$ cat src/hw/pwr_mode_pkg.sv
package pwr_mode_pkg;

   // Register offsets on the documented register port.
   localparam logic [7:0] ADDR_PORT1_PHY_CONTROL  = 8'h1d;
   localparam logic [7:0] ADDR_PORT2_PHY_CONTROL  = 8'h2d;
   localparam logic [7:0] ADDR_POWER_MODE_CONTROL = 8'hc3;
   localparam logic [7:0] ADDR_SLEEP_DELAY_TIME   = 8'hc4;

   // Field positions.
   localparam int MODE_LSB          = 0;
   localparam int PLL_OFF_BIT       = 2;
   localparam int PORT_CHIP_SLEEP_PIN_N_BIT    = 3;

   // Reset values.
   localparam logic [7:0] RST_POWER_MODE = 8'h00;
   localparam logic [7:0] RST_SLEEP_TIME = 8'h00;
   localparam logic [7:0] RST_PORT_CTRL  = 8'h00;

   // Timing: clock 10 MHz.
   localparam int CLK_HZ            = 10_000_000;
   localparam int CLK_NS            = 100;
   localparam int PULSE_NS          = 120;
   // Least width rounds up to whole cycles.
   localparam int PULSE_CYC         = (PULSE_NS + CLK_NS - 1) / CLK_NS;
   localparam int PULSE_PERIOD_S    = 1;
   localparam int PULSE_PERIOD_CYC  = CLK_HZ * PULSE_PERIOD_S;
   // Go-sleep time unit: one step of the sleep field is one millisecond.
   localparam int SLEEP_UNIT_MS     = 1;
   localparam int SLEEP_UNIT_CYC    = CLK_HZ / 1000 * SLEEP_UNIT_MS;

   typedef enum logic [1:0] {
      MODE_NORMAL    = 2'b00,
      MODE_ENERGY    = 2'b01,
      MODE_SOFT_DOWN = 2'b10,
      MODE_SAVING    = 2'b11
   } mode_t;

   // Register access request.
   typedef struct packed {
      logic       wr;
      logic       rd;
      logic [7:0] addr;
      logic [7:0] wdata;
   } reg_req_t;

   // Power gating outputs of the block.
   typedef struct packed {
      logic       pll_en;
      logic       mac_en;
      logic       host_en;
      logic [1:0] phy_tx_en;
      logic [1:0] phy_rx_en;
      logic       energy_det_en;
      logic       chip_off;
   } gate_t;

endpackage

$ cat src/hw/pin_sync.sv
`timescale 1ns/100ps
// Three-stage synchroniser; the output moves once stages two and three agree.
module pin_sync
   import pwr_mode_pkg::*;
#(
   parameter logic RST_VAL = 1'b0
)(
   // Clock and reset.
   input  wire logic clk,
   input  wire logic rst,
   // Pin and clean level.
   input  wire logic pin,
   output logic      level
);

   typedef struct packed {
      logic s1;
      logic s2;
      logic s3;
      logic lvl;
   } sync_st_t;

   sync_st_t st;
   sync_st_t next_st;

   // The first stage feeds only the second stage.
   always_comb begin
      next_st     = st;
      next_st.s1  = pin;
      next_st.s2  = st.s1;
      next_st.s3  = st.s2;
      if (st.s2 == st.s3) begin
         next_st.lvl = st.s3;
      end
   end

   // Register the state.
   always_ff @(posedge clk) begin
      if (rst) begin
         st <= {RST_VAL, RST_VAL, RST_VAL, RST_VAL};
      end else begin
         st <= next_st;
      end
   end

   assign level = st.lvl;

endmodule // pin_sync

$ cat src/hw/switch_power_mode_control.sv
`timescale 1ns/100ps
// Notes on behaviour
// - Mode field decodes normal, energy, soft-down, saving.
// - Mode field resets to normal operation.
// - Normal mode runs clocks, PHY, MAC, host.
// - From normal, host may select any mode.
// - Energy mode sleeps after idle exceeds go-sleep.
// - Low power state disables all but detector.
// - Energy in low power returns to normal.
// - Energy mode emits 200 ns pulse each second.
// - Bit 2 with energy mode disables PLL.
// - Soft power-down stops clocks, PHY, MAC.
// - Writing 00 leaves soft power-down.
// - Saving mode needs autoneg on, cable out.
// - Saving mode keeps transmitter, gates idle receiver.
// - Saving mode wakes PHY on cable activity.
// - From saving, host may select any mode.
// - Port bit 3 powers down that port alone.
// - Low power-down pin turns the chip off.
module switch_power_mode_control
   import pwr_mode_pkg::*;
(
   // Clock and reset.
   input  wire logic       CLK,
   input  wire logic       SYS_RST,
   // Register port.
   input  wire logic       REG_WR,
   input  wire logic       REG_RD,
   input  wire logic [7:0] REG_ADDR,
   input  wire logic [7:0] REG_WDATA,
   output logic [7:0]      REG_RDATA,
   output logic            REG_ACK,
   // Line status per port, from the PHY analog side.
   input  wire logic [1:0] CABLE_ENERGY,
   input  wire logic       AUTONEG_EN,
   // Power-down pin, active low.
   input  wire logic       CHIP_SLEEP_PIN_N,
   // Gating outputs.
   output logic            PLL_EN,
   output logic            MAC_EN,
   output logic            HOST_EN,
   output logic [1:0]      PHY_TX_EN,
   output logic [1:0]      PHY_RX_EN,
   output logic            ENERGY_DET_EN,
   output logic            CHIP_OFF,
   output logic            LOW_POWER,
   output logic [1:0]      LINK_PULSE
);

   typedef struct packed {
      logic [7:0]  power_mode;
      logic [7:0]  sleep_time;
      logic [7:0]  port1_ctrl;
      logic [7:0]  port2_ctrl;
      logic        low_power;
      logic [7:0]  idle_units;
      logic [23:0] unit_cnt;
      logic [23:0] sec_cnt;
      logic [1:0]  pulse_cnt;
      logic [7:0]  rdata;
      logic        ack;
      gate_t       gate;
   } ctl_st_t;

   ctl_st_t    st;
   ctl_st_t    next_st;
   logic [1:0] energy;
   logic       pin_n;
   reg_req_t   req;
   mode_t      mode;
   logic       any_energy;
   logic [1:0] port_down;

   // Pins from the line side are asynchronous to CLK.
   for (genvar i = 0; i < 2; i++) begin : g_energy_sync
      pin_sync #(.RST_VAL(1'b0)) u_sync (
         .clk   (CLK),
         .rst   (SYS_RST),
         .pin   (CABLE_ENERGY[i]),
         .level (energy[i])
      );
   end

   pin_sync #(.RST_VAL(1'b1)) u_pin_sync (
      .clk   (CLK),
      .rst   (SYS_RST),
      .pin   (CHIP_SLEEP_PIN_N),
      .level (pin_n)
   );

   // Bundle the register request and decode the mode field.
   always_comb begin
      req.wr     = REG_WR;
      req.rd     = REG_RD;
      req.addr   = REG_ADDR;
      req.wdata  = REG_WDATA;
      mode       = mode_t'(st.power_mode[MODE_LSB +: 2]);
      any_energy = |energy;
      port_down  = {st.port2_ctrl[PORT_CHIP_SLEEP_PIN_N_BIT], st.port1_ctrl[PORT_CHIP_SLEEP_PIN_N_BIT]};
   end

   // Next-state logic for registers, sleep timer, pulse generator and gating.
   always_comb begin
      next_st     = st;
      next_st.ack = 1'b0;

      // Register access. The mode register stays writable in every mode so
      // software can always leave soft power-down; other registers follow
      // the host interface gate.
      if (req.wr) begin
         if (req.addr == ADDR_POWER_MODE_CONTROL) begin
            next_st.power_mode = req.wdata;
            next_st.low_power  = 1'b0;
            next_st.idle_units = 8'h00;
            next_st.unit_cnt   = 24'h000000;
         end else if (st.gate.host_en) begin
            case (req.addr)
               ADDR_SLEEP_DELAY_TIME:  next_st.sleep_time = req.wdata;
               ADDR_PORT1_PHY_CONTROL: next_st.port1_ctrl = req.wdata;
               ADDR_PORT2_PHY_CONTROL: next_st.port2_ctrl = req.wdata;
               default:                next_st.sleep_time = st.sleep_time;
            endcase
         end
         next_st.ack = 1'b1;
      end else if (req.rd) begin
         case (req.addr)
            ADDR_POWER_MODE_CONTROL: next_st.rdata = st.power_mode;
            ADDR_SLEEP_DELAY_TIME:   next_st.rdata = st.sleep_time;
            ADDR_PORT1_PHY_CONTROL:  next_st.rdata = st.port1_ctrl;
            ADDR_PORT2_PHY_CONTROL:  next_st.rdata = st.port2_ctrl;
            default:                 next_st.rdata = 8'h00;
         endcase
         next_st.ack = 1'b1;
      end

      // Idle timer for energy-detect mode, counted in go-sleep units. Only a mode write
      // or cable energy restarts it; cable energy must wake the device whatever else the host writes.
      if (mode == MODE_ENERGY && !(req.wr && req.addr == ADDR_POWER_MODE_CONTROL)) begin
         if (any_energy) begin
            next_st.low_power  = 1'b0;
            next_st.idle_units = 8'h00;
            next_st.unit_cnt   = 24'h000000;
         end else if (!st.low_power) begin
            if (st.unit_cnt == 24'(SLEEP_UNIT_CYC - 1)) begin
               next_st.unit_cnt = 24'h000000;
               if (st.idle_units >= st.sleep_time) begin
                  next_st.low_power = 1'b1;
               end else begin
                  next_st.idle_units = st.idle_units + 8'h01;
               end
            end else begin
               next_st.unit_cnt = st.unit_cnt + 24'h000001;
            end
         end
      end

      if (mode == MODE_ENERGY) begin
         if (st.sec_cnt == 24'(PULSE_PERIOD_CYC - 1)) begin
            next_st.sec_cnt   = 24'h000000;
            next_st.pulse_cnt = 2'(PULSE_CYC);
         end else begin
            next_st.sec_cnt = st.sec_cnt + 24'h000001;
            if (st.pulse_cnt != 2'h0) begin
               next_st.pulse_cnt = st.pulse_cnt - 2'h1;
            end
         end
      end else begin
         // Outside energy mode the timer waits at its last count, so the first pulse
         // leaves one cycle after the mode is entered and a partner hears the port at once.
         next_st.sec_cnt   = 24'(PULSE_PERIOD_CYC - 1);
         next_st.pulse_cnt = 2'h0;
      end

      // Gating per mode.
      next_st.gate.chip_off      = 1'b0;
      next_st.gate.energy_det_en = 1'b0;
      case (mode)
         MODE_NORMAL: begin
            next_st.gate.pll_en    = 1'b1;
            next_st.gate.mac_en    = 1'b1;
            next_st.gate.host_en   = 1'b1;
            next_st.gate.phy_tx_en = 2'b11;
            next_st.gate.phy_rx_en = 2'b11;
         end
         MODE_ENERGY: begin
            next_st.gate.energy_det_en = 1'b1;
            next_st.gate.pll_en  = !st.low_power && !st.power_mode[PLL_OFF_BIT];
            next_st.gate.mac_en    = !st.low_power;
            next_st.gate.host_en   = !st.low_power;
            next_st.gate.phy_tx_en = st.low_power ? 2'b00 : 2'b11;
            next_st.gate.phy_rx_en = st.low_power ? 2'b00 : 2'b11;
         end
         MODE_SOFT_DOWN: begin
            next_st.gate.pll_en    = 1'b0;
            next_st.gate.mac_en    = 1'b0;
            next_st.gate.host_en   = 1'b0;
            next_st.gate.phy_tx_en = 2'b00;
            next_st.gate.phy_rx_en = 2'b00;
         end
         MODE_SAVING: begin
            next_st.gate.pll_en    = 1'b1;
            next_st.gate.mac_en    = 1'b1;
            next_st.gate.host_en   = 1'b1;
            next_st.gate.phy_tx_en = 2'b11;
            next_st.gate.phy_rx_en = AUTONEG_EN ? energy : 2'b11;
         end
         default: begin
            next_st.gate = st.gate;
         end
      endcase

      next_st.gate.phy_tx_en = next_st.gate.phy_tx_en & ~port_down;
      next_st.gate.phy_rx_en = next_st.gate.phy_rx_en & ~port_down;

      if (!pin_n) begin
         next_st.gate = '{pll_en: 1'b0, mac_en: 1'b0, host_en: 1'b0,
                          phy_tx_en: 2'b00, phy_rx_en: 2'b00,
                          energy_det_en: 1'b0, chip_off: 1'b1};
      end
   end

   // Register all state; the reset value selects normal mode.
   always_ff @(posedge CLK) begin
      if (SYS_RST) begin
         st            <= '0;
         st.power_mode <= RST_POWER_MODE;
         st.sleep_time <= RST_SLEEP_TIME;
         st.port1_ctrl <= RST_PORT_CTRL;
         st.port2_ctrl <= RST_PORT_CTRL;
         st.gate       <= '{pll_en: 1'b1, mac_en: 1'b1, host_en: 1'b1,
                            phy_tx_en: 2'b11, phy_rx_en: 2'b11,
                            energy_det_en: 1'b0, chip_off: 1'b0};
      end else begin
         st <= next_st;
      end
   end

   // Outputs come from flip-flops, except LINK_PULSE, which is gated from registered state.
   assign REG_RDATA     = st.rdata;
   assign REG_ACK       = st.ack;
   assign PLL_EN        = st.gate.pll_en;
   assign MAC_EN        = st.gate.mac_en;
   assign HOST_EN       = st.gate.host_en;
   assign PHY_TX_EN     = st.gate.phy_tx_en;
   assign PHY_RX_EN     = st.gate.phy_rx_en;
   assign ENERGY_DET_EN = st.gate.energy_det_en;
   assign CHIP_OFF      = st.gate.chip_off;
   assign LOW_POWER     = st.low_power;
   assign LINK_PULSE    = (st.pulse_cnt != 2'h0 && !st.gate.chip_off) ? ~port_down : 2'b00;
endmodule // switch_power_mode_control

$ cat config.mk
export PLATFORM = sky130hd
export DESIGN_NAME = switch_power_mode_control
export DESIGN_NICKNAME = d
export VERILOG_FILES = /design/src/hw/pwr_mode_pkg.sv /design/src/hw/pin_sync.sv /design/src/hw/switch_power_mode_control.sv
export SDC_FILE = /design/constraint.sdc
export NUM_CORES = 1
export LEC_CHECK = 0
export ABC_AREA = 0
export BUFFER_PORTS_ARGS = -buffer_cell sky130_fd_sc_hd__clkbuf_2
export CAP_MARGIN = 10
export CORE_MARGIN = 5
export CORE_UTILIZATION = 60
export CTS_BUF_LIST = sky130_fd_sc_hd__clkbuf_16
export CTS_CLUSTER_SIZE = 25
export DETAILED_ROUTE_END_ITERATION = 8
export GPL_ROUTABILITY_DRIVEN = 0
export PLACE_DENSITY = 0.8
export SKIP_CTS_REPAIR_TIMING = 1
export SLEW_MARGIN = 20
export SYNTH_ARGS = -nofsm -noshare
export SYNTH_HDL_FRONTEND = slang
export SYNTH_HIERARCHICAL = 1
export SYNTH_SLANG_ARGS = --single-unit
$ cat constraint.sdc
create_clock -name CLK -period 6.6 [get_ports CLK]
set_input_delay 0.33 -clock CLK [delete_from_list [all_inputs] [get_ports CLK]]
set_output_delay 0.33 -clock CLK [all_outputs]
set_load 0.1 [all_outputs]
==> results of run 1 <==
## synthesized netlist by cell type (3+ instances only)
cell type	number	area, sq um
nor2_1	72	270
xor2_1	13	114
nor2b_1	13	81.3
o21ai_0	22	110
or4_1	5	37.5
xnor2_1	9	78.8
nand2b_1	9	56.3
a222oi_1	8	80.1
nand2_1	67	251
mux2i_1	25	250
a41oi_1	4	35.0
a21oi_1	53	265
clkbuf_1	22	82.6
or2_1	4	25.0
nor4_1	10	62.6
o31ai_1	3	22.5
nand3_1	24	120
nand4_1	11	68.8
dfxtp_1	120	2400
a31oi_1	10	62.6
and3_1	9	56.3
nor3_1	19	95.1
buf_4	13	97.6
and2_1	3	18.8
inv_1	17	63.8
o22ai_1	4	25.0
a211oi_1	9	67.6
a22o_1	8	70.1
ha_1	11	138
or3_1	5	31.3
and4_1	3	26.3
## kinds of logic after synthesis
group                      after synthesis  synth area share (%)
and+or+nand+nor                        269                  24.8
AOI/OAI and AO/OA                      134                  15.4
DFF                                    120                  44.3
buffers and inverters                   55                  4.84
muxes                                   25                  4.61
xor gates and xnor gates                22                  3.55
adders and majority gates               11                  2.54
## path summary, 6_finish.rpt
check	start	to	slack, ps	depth (start not counted)
setup / recovery	st[48]$_SDFF_PP0_	st[73]$_SDFF_PP0_	3780	6
hold / removal	CHIP_SLEEP_PIN_N	u_pin_sync/next_st[2]$_SDFF_PP1_	110	2
setup reg to reg	st[48]$_SDFF_PP0_	st[73]$_SDFF_PP0_	3780	6
hold reg to reg	u_pin_sync/next_st[2]$_SDFF_PP1_	u_pin_sync/next_st[1]$_SDFF_PP1_	420	1
## through the flow
stage / worst slack, ps / std cells / power, uW
2_1_floorplan: 3920 / 636 / 786
3_3_place_gp: 3730 / 756 / 804
3_5_place_dp: 3630 / 756 / 806
4_1_cts: 3760 / 788 / 1810
5_1_grt: 3560 / 788 / 1850
6_report: 3780 / 788 / 1800
## flip-flops by register name, summed over array words and instances, names as in the netlist
signal,count
CHIP_OFF,1
ENERGY_DET_EN,1
LOW_POWER,1
MAC_EN,1
PHY_RX_EN,2
PHY_TX_EN,2
PLL_EN,1
REG_ACK,1
REG_RDATA,8
g_energy_sync.u_sync/level,2
g_energy_sync.u_sync/next_st,4
g_energy_sync.u_sync/st,2
mode,2
port_down,2
st,86
u_pin_sync/level,1
u_pin_sync/next_st,2
u_pin_sync/st,1
## cells in the final DEF (no fill, tap or decap), drive strengths merged, types with 10 or more instances in the layout
cell type and n:
dfxtp 120, nor2 72, nand2 67, clkbuf 61, a21oi 53, mux2i 25
nand3 24, o21ai 24, nor3 19, inv 19, nor2b 13, xor2 13
nand4 11, ha 11, a31oi 10, nor4 10
## worst register-to-register path, stage by stage, from the launching register on
cell and delay, ps:
dfxtp_1 360, or4_1 520, or4_1 490, nor2_1 210
nand4_1 400, or4_1 600, a21oi_1 160
## where the power goes
| group | internal [uW] | leakage [uW] | switching, uW |
|---|---|---|---|
| combinational | 17.9 | 0.00103 | 33.0 |
| sequential | 733 | 0.000974 | 7.47 |
| clock | 671 | 0.000305 | 341 |
| total | 1420 | 0.00231 | 381 |
## area by class of cell
type / count / area (sq um)
multi-input combinational: 461 / 2780
fill: 649 / 2470
sequential: 120 / 2400
clock buffer: 17 / 425
timing repair buffer: 50 / 265
clock inverter: 15 / 224
tap: 108 / 135
inverter: 17 / 63.8
## routing by layer
| metal | global-route usage [%] | wire length [microns] | vias to the layer above |
|---|---|---|---|
| met5 | 0 | 0 | - |
| met4 | 7.95 | 202 | 0 |
| met3 | 5.36 | 861 | 23 |
| met2 | 41.7 | 6700 | 187 |
| met1 | 30.4 | 5610 | 2287 |
| li1 | - | - | 2348 |
==> results by group, run 1 <==
Clock network
  • Root Driver: clkbuf_16
  • H-Tree Depth: 4
  • Clk_lat worst skew: 410 ps
  • Clock sink total: 120
  • CTS tree: done
  • Num CTS Buffers: 17
  • Reg clk slew, reported paths: 60 ps
  • Clock Tree Buf Depth: 2

Worst setup path
  • Worst path required time: 6930 ps
  • Crit path top cell by count: or4_1
  • Crit path cell chain: or4_1, or4_1, nor2_1, nand4_1, or4_1, a21oi_1
  • CP delay by family, top: simple AND/OR/NAND/NOR gates
  • CP Capture Type: flip-flop
  • Critical Setup Path Class: flip-flop to flip-flop
  • Buffers and inverters on the worst path: 0
  • Worst-path fanout max: 13
  • CP max stage delay: 600 ps
  • Slowest-stage cell, CP: or4_1
  • Critical path startpoint category: flip-flop
  • Arrival time worst endpoint: 3150 ps

Die
  • Ports: 45
  • Core Footprint: 8760 sq um
  • Die Width: 105 microns
  • Row count: 34
  • Initial Utilization: 61.9%
  • Die area: 11000 sq um
  • Die H: 105 microns

Layout
  • Final core utilization: 71.8%
  • Area grow syn2layout: 15.9%
  • Post-route cell area: 6290 sq um
  • Share of post-route cells with drive strength above 1: 12.9%
  • Final antenna diode count: 0
  • NumNets Final: 702

Pwr
  • Leakage: 0.00231 uW
  • Pwr Density: 287 nW/um^2
  • Maximum VDD drop: 182 uV

STA
  • Slew margin rel.: 33.2%
  • RSZ-0062 raised after global routing: false
  • Fin. max-slew vios: 0
  • Worst-Margin Slew: 1000 ps
  • TNS Setup: 0 ps
  • Clock Skew: 11.4 ps
  • Final setup viols: 0
  • Fin crit period: 2820 ps
  • Fmax: 354 MHz
  • WHS: 108 ps
  • Final period util: 42.8%
  • Final Hold Viols: 0

Routing
  • Vias per Instance: 6.15
  • Residual DRC: 0
  • Detail Route Antenna Nets: 0
  • First-pass detailed-route iteration total: 7
  • Routed len/inst: 17.0 microns
  • Via count: 4845
  • Initial drt markers: 377
  • Final WL: 13400 microns

Global route
  • Grt ovf: 0
  • First-pass GRT wire length: 22400 microns
  • Vias in the first global route: 4689
  • Total track usage: 24.4%
  • Initial antenna violation count: 0
  • Largest net degree at the start of global routing: 69

Synth
  • Sequential share of the synthesized area: 44.3%
  • Yosys reg bits: 120
  • Post-Synthesis Cells: 636
  • Yosys cell types: 54
  • Async set or reset register ratio after synthesis: 0%
  • Synth Warn #: 6
  • Syn Area/Cell: 8.53 sq um
  • Dominant synthesized flop cell: dfxtp_1
  • Number of flops mapped to enable cells by yosys: 0
  • Mapped Area: 5430 sq um
  • Net Count, Synth: 671

Worst hold path
  • Worst hold path type: input pin to flip-flop

Place
  • Placed wire-length estimate: 8550 microns
  • Port Buf Inserts: 44
  • Placed instance area: 5640 sq um

Job
  • Maximum capacitance violations: 0

Run status
  • Outcome: complete, no violations
Power figures use the tool's default switching activity.
==> inputs of run 2 (changes only) <==
--- a/config.mk
+++ b/config.mk
@@ -5,7 +5,7 @@
 export SDC_FILE = /design/constraint.sdc
 export NUM_CORES = 1
 export LEC_CHECK = 0
-export ABC_AREA = 0
+export ABC_AREA = 1
 export BUFFER_PORTS_ARGS = -buffer_cell sky130_fd_sc_hd__clkbuf_2
 export CAP_MARGIN = 10
 export CORE_MARGIN = 5
@@ -14,7 +14,7 @@
 export CTS_CLUSTER_SIZE = 25
 export DETAILED_ROUTE_END_ITERATION = 8
 export GPL_ROUTABILITY_DRIVEN = 0
-export PLACE_DENSITY = 0.8
+export PLACE_DENSITY = 0.79
 export SKIP_CTS_REPAIR_TIMING = 1
 export SLEW_MARGIN = 20
 export SYNTH_ARGS = -nofsm -noshare
==> constraint.sdc (replaced) <==
create_clock -name CLK -period 2.9 [get_ports CLK]
set_input_delay 0.145 -clock CLK [delete_from_list [all_inputs] [get_ports CLK]]
set_output_delay 0.145 -clock CLK [all_outputs]
set_load 0.1 [all_outputs]
==> results by group, run 2 <==
Layout
  • Area grow syn2layout: 13.7% (was 15.9%)
  • Most frequent cells in the layout: nand2_1 (192), dfxtp_1 (120), nor2_1 (110) (was dfxtp_1 (120), nor2_1 (72), nand2_1 (67))
  • Final antenna diode count: 0 (unchanged)
  • Register with the most flip-flops: st (unchanged)
  • NumNets Final: 989 (was 702)
  • Post-route cell area: 7070 sq um (was 6290 sq um)
  • Fill cell count: 888 (was 649)
  • Share of post-route cells with drive strength above 1: 11.7% (was 12.9%)
  • Footprint of the multi-input gates: 3170 sq um (was 2780 sq um)
  • Number of flip-flops in the largest register: 86 (unchanged)
  • Reg area: 2400 sq um (unchanged)
  • Final core utilization: 69.1% (was 71.8%)
  • Commonest non-fill, non-tap cell in the layout: nand2_1 (was dfxtp_1)

Synth
  • Mapped Area: 6210 sq um (was 5430 sq um)
  • Post-synth top area share: 38.7% (was 44.3%)
  • Async set or reset register ratio after synthesis: 0% (unchanged)
  • Syn Area/Cell: 6.80 sq um (was 8.53 sq um)
  • Sequential share of the synthesized area: 38.7% (was 44.3%)
  • Yosys cell types: 42 (was 54)
  • Most common library cells after synthesis: nand2_1 (192), dfxtp_1 (120), nor2_1 (110), inv_1 (107), a21oi_1 (83) (was dfxtp_1 (120), nor2_1 (72), nand2_1 (67), a21oi_1 (53), mux2i_1 (25))
  • Number of flops mapped to enable cells by yosys: 0 (unchanged)
  • Post-Synthesis Cells: 914 (was 636)
  • Synth Warn #: 6 (unchanged)
  • Net Count, Synth: 949 (was 671)
  • Top-count cell post-synth: nand2_1 (was dfxtp_1)
  • Yosys reg bits: 120 (unchanged)
  • Dominant synthesized flop cell: dfxtp_1 (unchanged)
  • Largest area contributor in the netlist: dfxtp_1 (unchanged)
  • Largest cells by area after synthesis: dfxtp_1 (39%), nand2_1 (12%), a21oi_1 (6.7%) (was dfxtp_1 (44%), nor2_1 (5.0%), a21oi_1 (4.9%))

Pwr
  • Pwr Density: 541 nW/um^2 (was 287 nW/um^2)
  • Leakage: 0.00299 uW (was 0.00231 uW)
  • Maximum VDD drop: 568 uV (was 182 uV)

Clock network
  • Clk_lat worst skew: 420 ps (was 410 ps)
  • Reg clk slew, reported paths: 60 ps (about the same)
  • Clock sink total: 120 (unchanged)
  • CTS tree: done (unchanged)
  • Num CTS Buffers: 17 (unchanged)
  • H-Tree Depth: 4 (unchanged)
  • Clock Tree Buf Depth: 2 (unchanged)
  • Root Driver: clkbuf_16 (unchanged)

Global route
  • Largest net degree at the start of global routing: 47 (was 69)
  • Initial antenna violation count: 0 (unchanged)
  • Vias in the first global route: 5655 (was 4689)
  • Total track usage: 25.4% (was 24.4%)
  • First-pass GRT wire length: 26400 microns (was 22400 microns)
  • Grt ovf: 0 (unchanged)

Die
  • Die Width: 112 microns (was 105 microns)
  • Core Footprint: 10200 sq um (was 8760 sq um)
  • Row count: 37 (was 34)
  • Die H: 112 microns (was 105 microns)
  • Ports: 45 (unchanged)
  • Die area: 12500 sq um (was 11000 sq um)
  • Initial Utilization: 60.7% (was 61.9%)

STA
  • Final period util: 71.0% (was 42.8%)
  • Fin. max-slew vios: 0 (unchanged)
  • Fin worst setup slack: 842 ps (was 3780 ps)
  • Final Hold Viols: 1 (was 0)
  • WHS: -4.38 ps (was 108 ps)
  • Fmax: 486 MHz (was 354 MHz)
  • Clock Skew: 8.94 ps (was 11.4 ps)
  • Worst-Margin Slew: 736 ps (was 1000 ps)
  • Slew margin rel.: 50.7% (was 33.2%)
  • Final setup viols: 0 (unchanged)
  • Fin crit period: 2060 ps (was 2820 ps)
  • RSZ-0062 raised after global routing: false (unchanged)
  • TNS Setup: 0 ps (unchanged)

Worst setup path
  • Critical Setup Path Class: flip-flop to flip-flop (unchanged)
  • Slowest-stage cell, CP: dfxtp_1 (was or4_1)
  • CP max stage delay: 400 ps (was 600 ps)
  • Worst-path fanout max: 16 (was 13)
  • Crit path cell chain: inv_1, nand2_1, buf_4, inv_1, nand2_1, nor2_1, nand3_1, nand2_1, nor3b_2 (was or4_1, or4_1, nor2_1, nand4_1, or4_1, a21oi_1)
  • Arrival time worst endpoint: 2400 ps (was 3150 ps)
  • Critical path startpoint category: flip-flop (unchanged)
  • CP Capture Type: flip-flop (unchanged)
  • Crit path top cell by count: nand2_1 (was or4_1)
  • Worst path required time: 3240 ps (was 6930 ps)

Routing
  • Final WL: 15300 microns (was 13400 microns)
  • Initial drt markers: 481 (was 377)
  • Residual DRC: 0 (unchanged)
  • Detail Route Antenna Nets: 0 (unchanged)
  • Vias per Instance: 5.43 (was 6.15)
  • First-pass detailed-route iteration total: 5 (was 7)
  • Via count: 5988 (was 4845)
  • Routed len/inst: 13.9 microns (was 17.0 microns)

Place
  • Placed instance area: 6460 sq um (was 5640 sq um)
  • Placed wire-length estimate: 10700 microns (was 8550 microns)
  • Port Buf Inserts: 44 (unchanged)
  • Pre-CTS WS: 869 ps (was 3630 ps)

Run status
  • Outcome: finished, violations left (was complete, no violations)
  • Violated checks: negative hold slack

Worst hold path
  • Worst hold path type: input pin to flip-flop (unchanged)

Job
  • Maximum capacitance violations: 0 (unchanged)
## run 2: cell count changes after synthesis, moves of 10 or more
cell / change
mux2i_1: -25
nand2_1: +125
nand3_1: +52
clkbuf_1: -10
nor2_1: +38
a21oi_1: +30
o21ai_0: +33
nand4_1: +13
nor3_1: +14
nor2b_1: -13
inv_1: +90
## run 2: layer usage
layer / GRT usage [%] / share of wire (%) / vias to the layer above
met5: 0 / 0 / -
met4: 10.2 / 2.0 / 0
met3: 5.87 / 6.4 / 29
met2: 41.2 / 47 / 213
met1: 32.8 / 45 / 2675
li1: - / - / 3071
## run 2: area by class of cell
cell class	instances	area share, %
clock inverter	15	1.97
inverter	112	5.99
clock buffer	17	6.02
tap	136	2.41
timing repair buffer	58	4.75
sequential	120	34.0
multi-input combinational	645	44.9
## run 2: power breakdown
part	internal, uW	switching (uW)	total [uW]
combinational	47.4	100	148
sequential	1670	15.8	1680
clock	1240	748	1990
total	2960	864	3820
## run 2: final timing paths
path                                                 startpoint                                             to  slack (ps)  cells after the start
setup / recovery                           LOW_POWER$_SDFF_PP0_                              st[74]$_SDFF_PP0_         840                      9
hold / removal                                     REG_WDATA[2]                           st[103]$_SDFFE_PP0P_          -4                      3
setup reg to reg                           LOW_POWER$_SDFF_PP0_                              st[74]$_SDFF_PP0_         840                      9
hold reg to reg   g_energy_sync[1].u_sync/next_st[2]$_SDFF_PP0_  g_energy_sync[1].u_sync/next_st[1]$_SDFF_PP0_         400                      2
## run 2: per-stage QoR
stage | cells | total power [uW] | hold slack [ps]
global placement | 1067 | 1860 | 327
CTS | 1099 | 3840 | -93.9
global route | 1103 | 3960 | 6.16
finish | 1103 | 3820 | -4.38
floorplan | 914 | 1810 | 216
detailed placement | 1067 | 1860 | 337
## run 2: logic make-up (layout without fill, tap and decap cells)
| family | after synthesis | after routing | synth area share, % |
|---|---|---|---|
| DFF | 120 | 120 | 38.7 |
| xor gates and xnor gates | 10 | 10 | 1.41 |
| buffers and inverters | 149 | 202 | 10.3 |
| AOI/OAI and AO/OA | 156 | 156 | 13.1 |
| and+or+nand+nor | 468 | 468 | 34.4 |
| adders and majority gates | 11 | 11 | 2.22 |
## run 2: critical path, delay by kind of cell (launching register included)
| family | cells | cell delay [ps] |
|---|---|---|
| AND/OR/NAND/NOR | 6 | 640 |
| flip-flops | 1 | 400 |
| buffers and inverters | 3 | 950 |
==> inputs of run 3 (changes only) <==
==> constraint.sdc (replaced) <==
create_clock -name CLK -period 2 [get_ports CLK]
set_input_delay 0.1 -clock CLK [delete_from_list [all_inputs] [get_ports CLK]]
set_output_delay 0.1 -clock CLK [all_outputs]
set_load 0.1 [all_outputs]
==> results by group, run 3 (synthesized netlist as in run 2, its figures left out) <==
Run status
  • Outcome: finished, violations left (unchanged)
  • Violated checks: negative hold slack (unchanged)

STA
  • Slew margin rel.: 58.9% (was 50.7%)
  • Worst-Margin Slew: 615 ps (was 736 ps)
  • TNS Setup: 0 ps (unchanged)
  • Fin crit period: 1860 ps (was 2060 ps)
  • Final period util: 93.1% (was 71.0%)
  • WHS: -25.8 ps (was -4.38 ps)
  • Final setup viols: 0 (unchanged)
  • Fmax: 537 MHz (was 486 MHz)
  • Fin. max-slew vios: 0 (unchanged)
  • Clock Skew: 8.31 ps (was 8.94 ps)
  • Fin worst setup slack: 137 ps (was 842 ps)
  • Final Hold Viols: 3 (was 1)

Routing
  • Residual DRC: 0 (unchanged)
  • Vias per Instance: 5.55 (was 5.43)
  • Initial drt markers: 691 (was 481)
  • Final WL: 16100 microns (was 15300 microns)
  • First-pass detailed-route iteration total: 6 (was 5)
  • Detail Route Antenna Nets: 0 (unchanged)
  • Via count: 6225 (was 5988)
  • Routed len/inst: 14.4 microns (was 13.9 microns)

Worst setup path
  • Slowest-stage cell, CP: dfxtp_1 (unchanged)
  • Arrival time worst endpoint: 2160 ps (was 2400 ps)
  • Worst-path fanout max: 10 (was 16)
  • Worst path required time: 2300 ps (was 3240 ps)
  • Critical path startpoint category: flip-flop (unchanged)
  • Critical Setup Path Class: flip-flop to flip-flop (unchanged)
  • CP max stage delay: 350 ps (was 400 ps)
  • Crit path top cell by count: nand2_1 (unchanged)
  • CP Capture Type: flip-flop (unchanged)
  • Crit path cell chain: ha_1, nand2_1, inv_1, nand2_1, nor2_1, nand3_1, nor2_2, nor2_4, buf_4, o21ai_0, a21oi_1 (was inv_1, nand2_1, buf_4, inv_1, nand2_1, nor2_1, nand3_1, nand2_1, nor3b_2)

Clock network
  • CTS tree: done (unchanged)
  • H-Tree Depth: 4 (unchanged)
  • Clk_lat worst skew: 420 ps (about the same)
  • Clock Tree Buf Depth: 2 (unchanged)
  • Reg clk slew, reported paths: 60 ps (about the same)
  • Clock sink total: 120 (unchanged)
  • Root Driver: clkbuf_16 (unchanged)
  • Num CTS Buffers: 17 (unchanged)

Layout
  • Final antenna diode count: 0 (unchanged)
  • Share of post-route cells with drive strength above 1: 13.6% (was 11.7%)
  • Fill cell count: 882 (was 888)
  • NumNets Final: 1008 (was 989)
  • Post-route cell area: 7250 sq um (was 7070 sq um)
  • Commonest non-fill, non-tap cell in the layout: nand2_1 (unchanged)
  • Area grow syn2layout: 16.7% (was 13.7%)
  • Register with the most flip-flops: st (unchanged)
  • Number of flip-flops in the largest register: 86 (unchanged)
  • Finished Layout Cells: 1122 (was 1103)
  • Most frequent cells in the layout: nand2_1 (192), dfxtp_1 (118), nor2_1 (109) (was nand2_1 (192), dfxtp_1 (120), nor2_1 (110))

Pwr
  • Pwr Density: 768 nW/um^2 (was 541 nW/um^2)
  • Overall power: 5570 uW (was 3820 uW)
  • Part of the power in combinational logic: 4.1% (was 3.9%)
  • Leakage: 0.00310 uW (was 0.00299 uW)
  • Power Internal: 4300 uW (was 2960 uW)
  • Clock power share: 52.0% (was 52.1%)
  • Seq pwr share: 43.8% (was 44.0%)
  • Sw Ratio: 22.8% (was 22.6%)
  • Maximum VDD drop: 622 uV (was 568 uV)
  • NetSw: 1270 uW (was 864 uW)

Die
  • Die Width: 112 microns (unchanged)
  • Die H: 112 microns (unchanged)
  • Core Footprint: 10200 sq um (unchanged)
  • Row count: 37 (unchanged)
  • Ports: 45 (unchanged)
  • Die area: 12500 sq um (unchanged)
  • Initial Utilization: 60.7% (unchanged)

Global route
  • Largest net degree at the start of global routing: 33 (was 47)
  • Total track usage: 26.3% (was 25.4%)
  • Vias in the first global route: 5672 (was 5655)
  • Initial antenna violation count: 0 (unchanged)
  • Grt ovf: 0 (unchanged)
  • First-pass GRT wire length: 26900 microns (was 26400 microns)

Place
  • Port Buf Inserts: 44 (unchanged)
  • Placed wire-length estimate: 11500 microns (was 10700 microns)
  • Dpl cells: 1081 (was 1067)
  • Pre-CTS WS: 149 ps (was 869 ps)
  • Placed instance area: 6580 sq um (was 6460 sq um)

Worst hold path
  • Worst hold path type: input pin to flip-flop (unchanged)

Job
  • Maximum capacitance violations: 0 (unchanged)
## run 3: cell types whose count changed in the layout (fill, tap and decap cells not counted), sizes merged
cell and change:
clkinv +2, clkinvlp -1, dlygate4sd3 +5, inv -1, buf +14
## run 3: critical path: cells and delay by family, from the launching register on
family	cells	cell delay, ps
and+or+nand+nor	6	720
adders and majority gates	1	170
AOI/OAI and AO/OA	2	200
DFF	1	350
buffers and inverters	2	280
## run 3: per-layer routing
| layer | share of wire [%] | up-vias | track usage [%] |
|---|---|---|---|
| met2 | 47 | 255 | 42.0 |
| met4 | 1.9 | 0 | 9.16 |
| met1 | 44 | 2827 | 35.0 |
| met3 | 6.7 | 31 | 6.03 |
| li1 | - | 3112 | - |
| met5 | 0 | - | 0 |
## run 3: stage by stage
step                hold slack, ps  util, %
global route                  3.86     70.9
floorplan                      171        -
finish                       -25.8     70.9
CTS                           -107     69.8
global placement               330     64.3
detailed placement             327     64.3
## run 3: path summary, 6_finish.rpt
| check | end | start | cells past startpoint | slack, ps |
|---|---|---|---|---|
| setup / recovery | st[67]$_SDFF_PP0_ | st[45]$_SDFF_PP0_ | 11 | 140 |
| hold / removal | st[106]$_SDFFE_PP0P_ | REG_WDATA[5] | 3 | -30 |
| setup reg to reg | st[67]$_SDFF_PP0_ | st[45]$_SDFF_PP0_ | 11 | 140 |
| hold reg to reg | u_pin_sync/next_st[1]$_SDFF_PP1_ | u_pin_sync/next_st[2]$_SDFF_PP1_ | 1 | 400 |
## run 3: power by group through the flow
stage | sequential, uW | clock (uW) | combinational [uW]
after floorplan | 2500 | 0 | 121
after global placement | 2490 | 0 | 211
after detailed placement | 2490 | 0 | 213
after CTS | 2440 | 2920 | 215
after global routing | 2440 | 3040 | 255
final | 2440 | 2900 | 230
## run 3: cell type report
| class | instances | area [sq um] | share of cell area (%) |
|---|---|---|---|
| clock inverters | 15 | 138 | 1.90 |
| clock buffers | 17 | 425 | 5.87 |
| repair buffers | 77 | 490 | 6.76 |
| multi-input cells | 645 | 3200 | 44.1 |
| inverters | 112 | 423 | 5.83 |
| flip-flops and latches | 120 | 2400 | 33.2 |
| well taps | 136 | 170 | 2.35 |
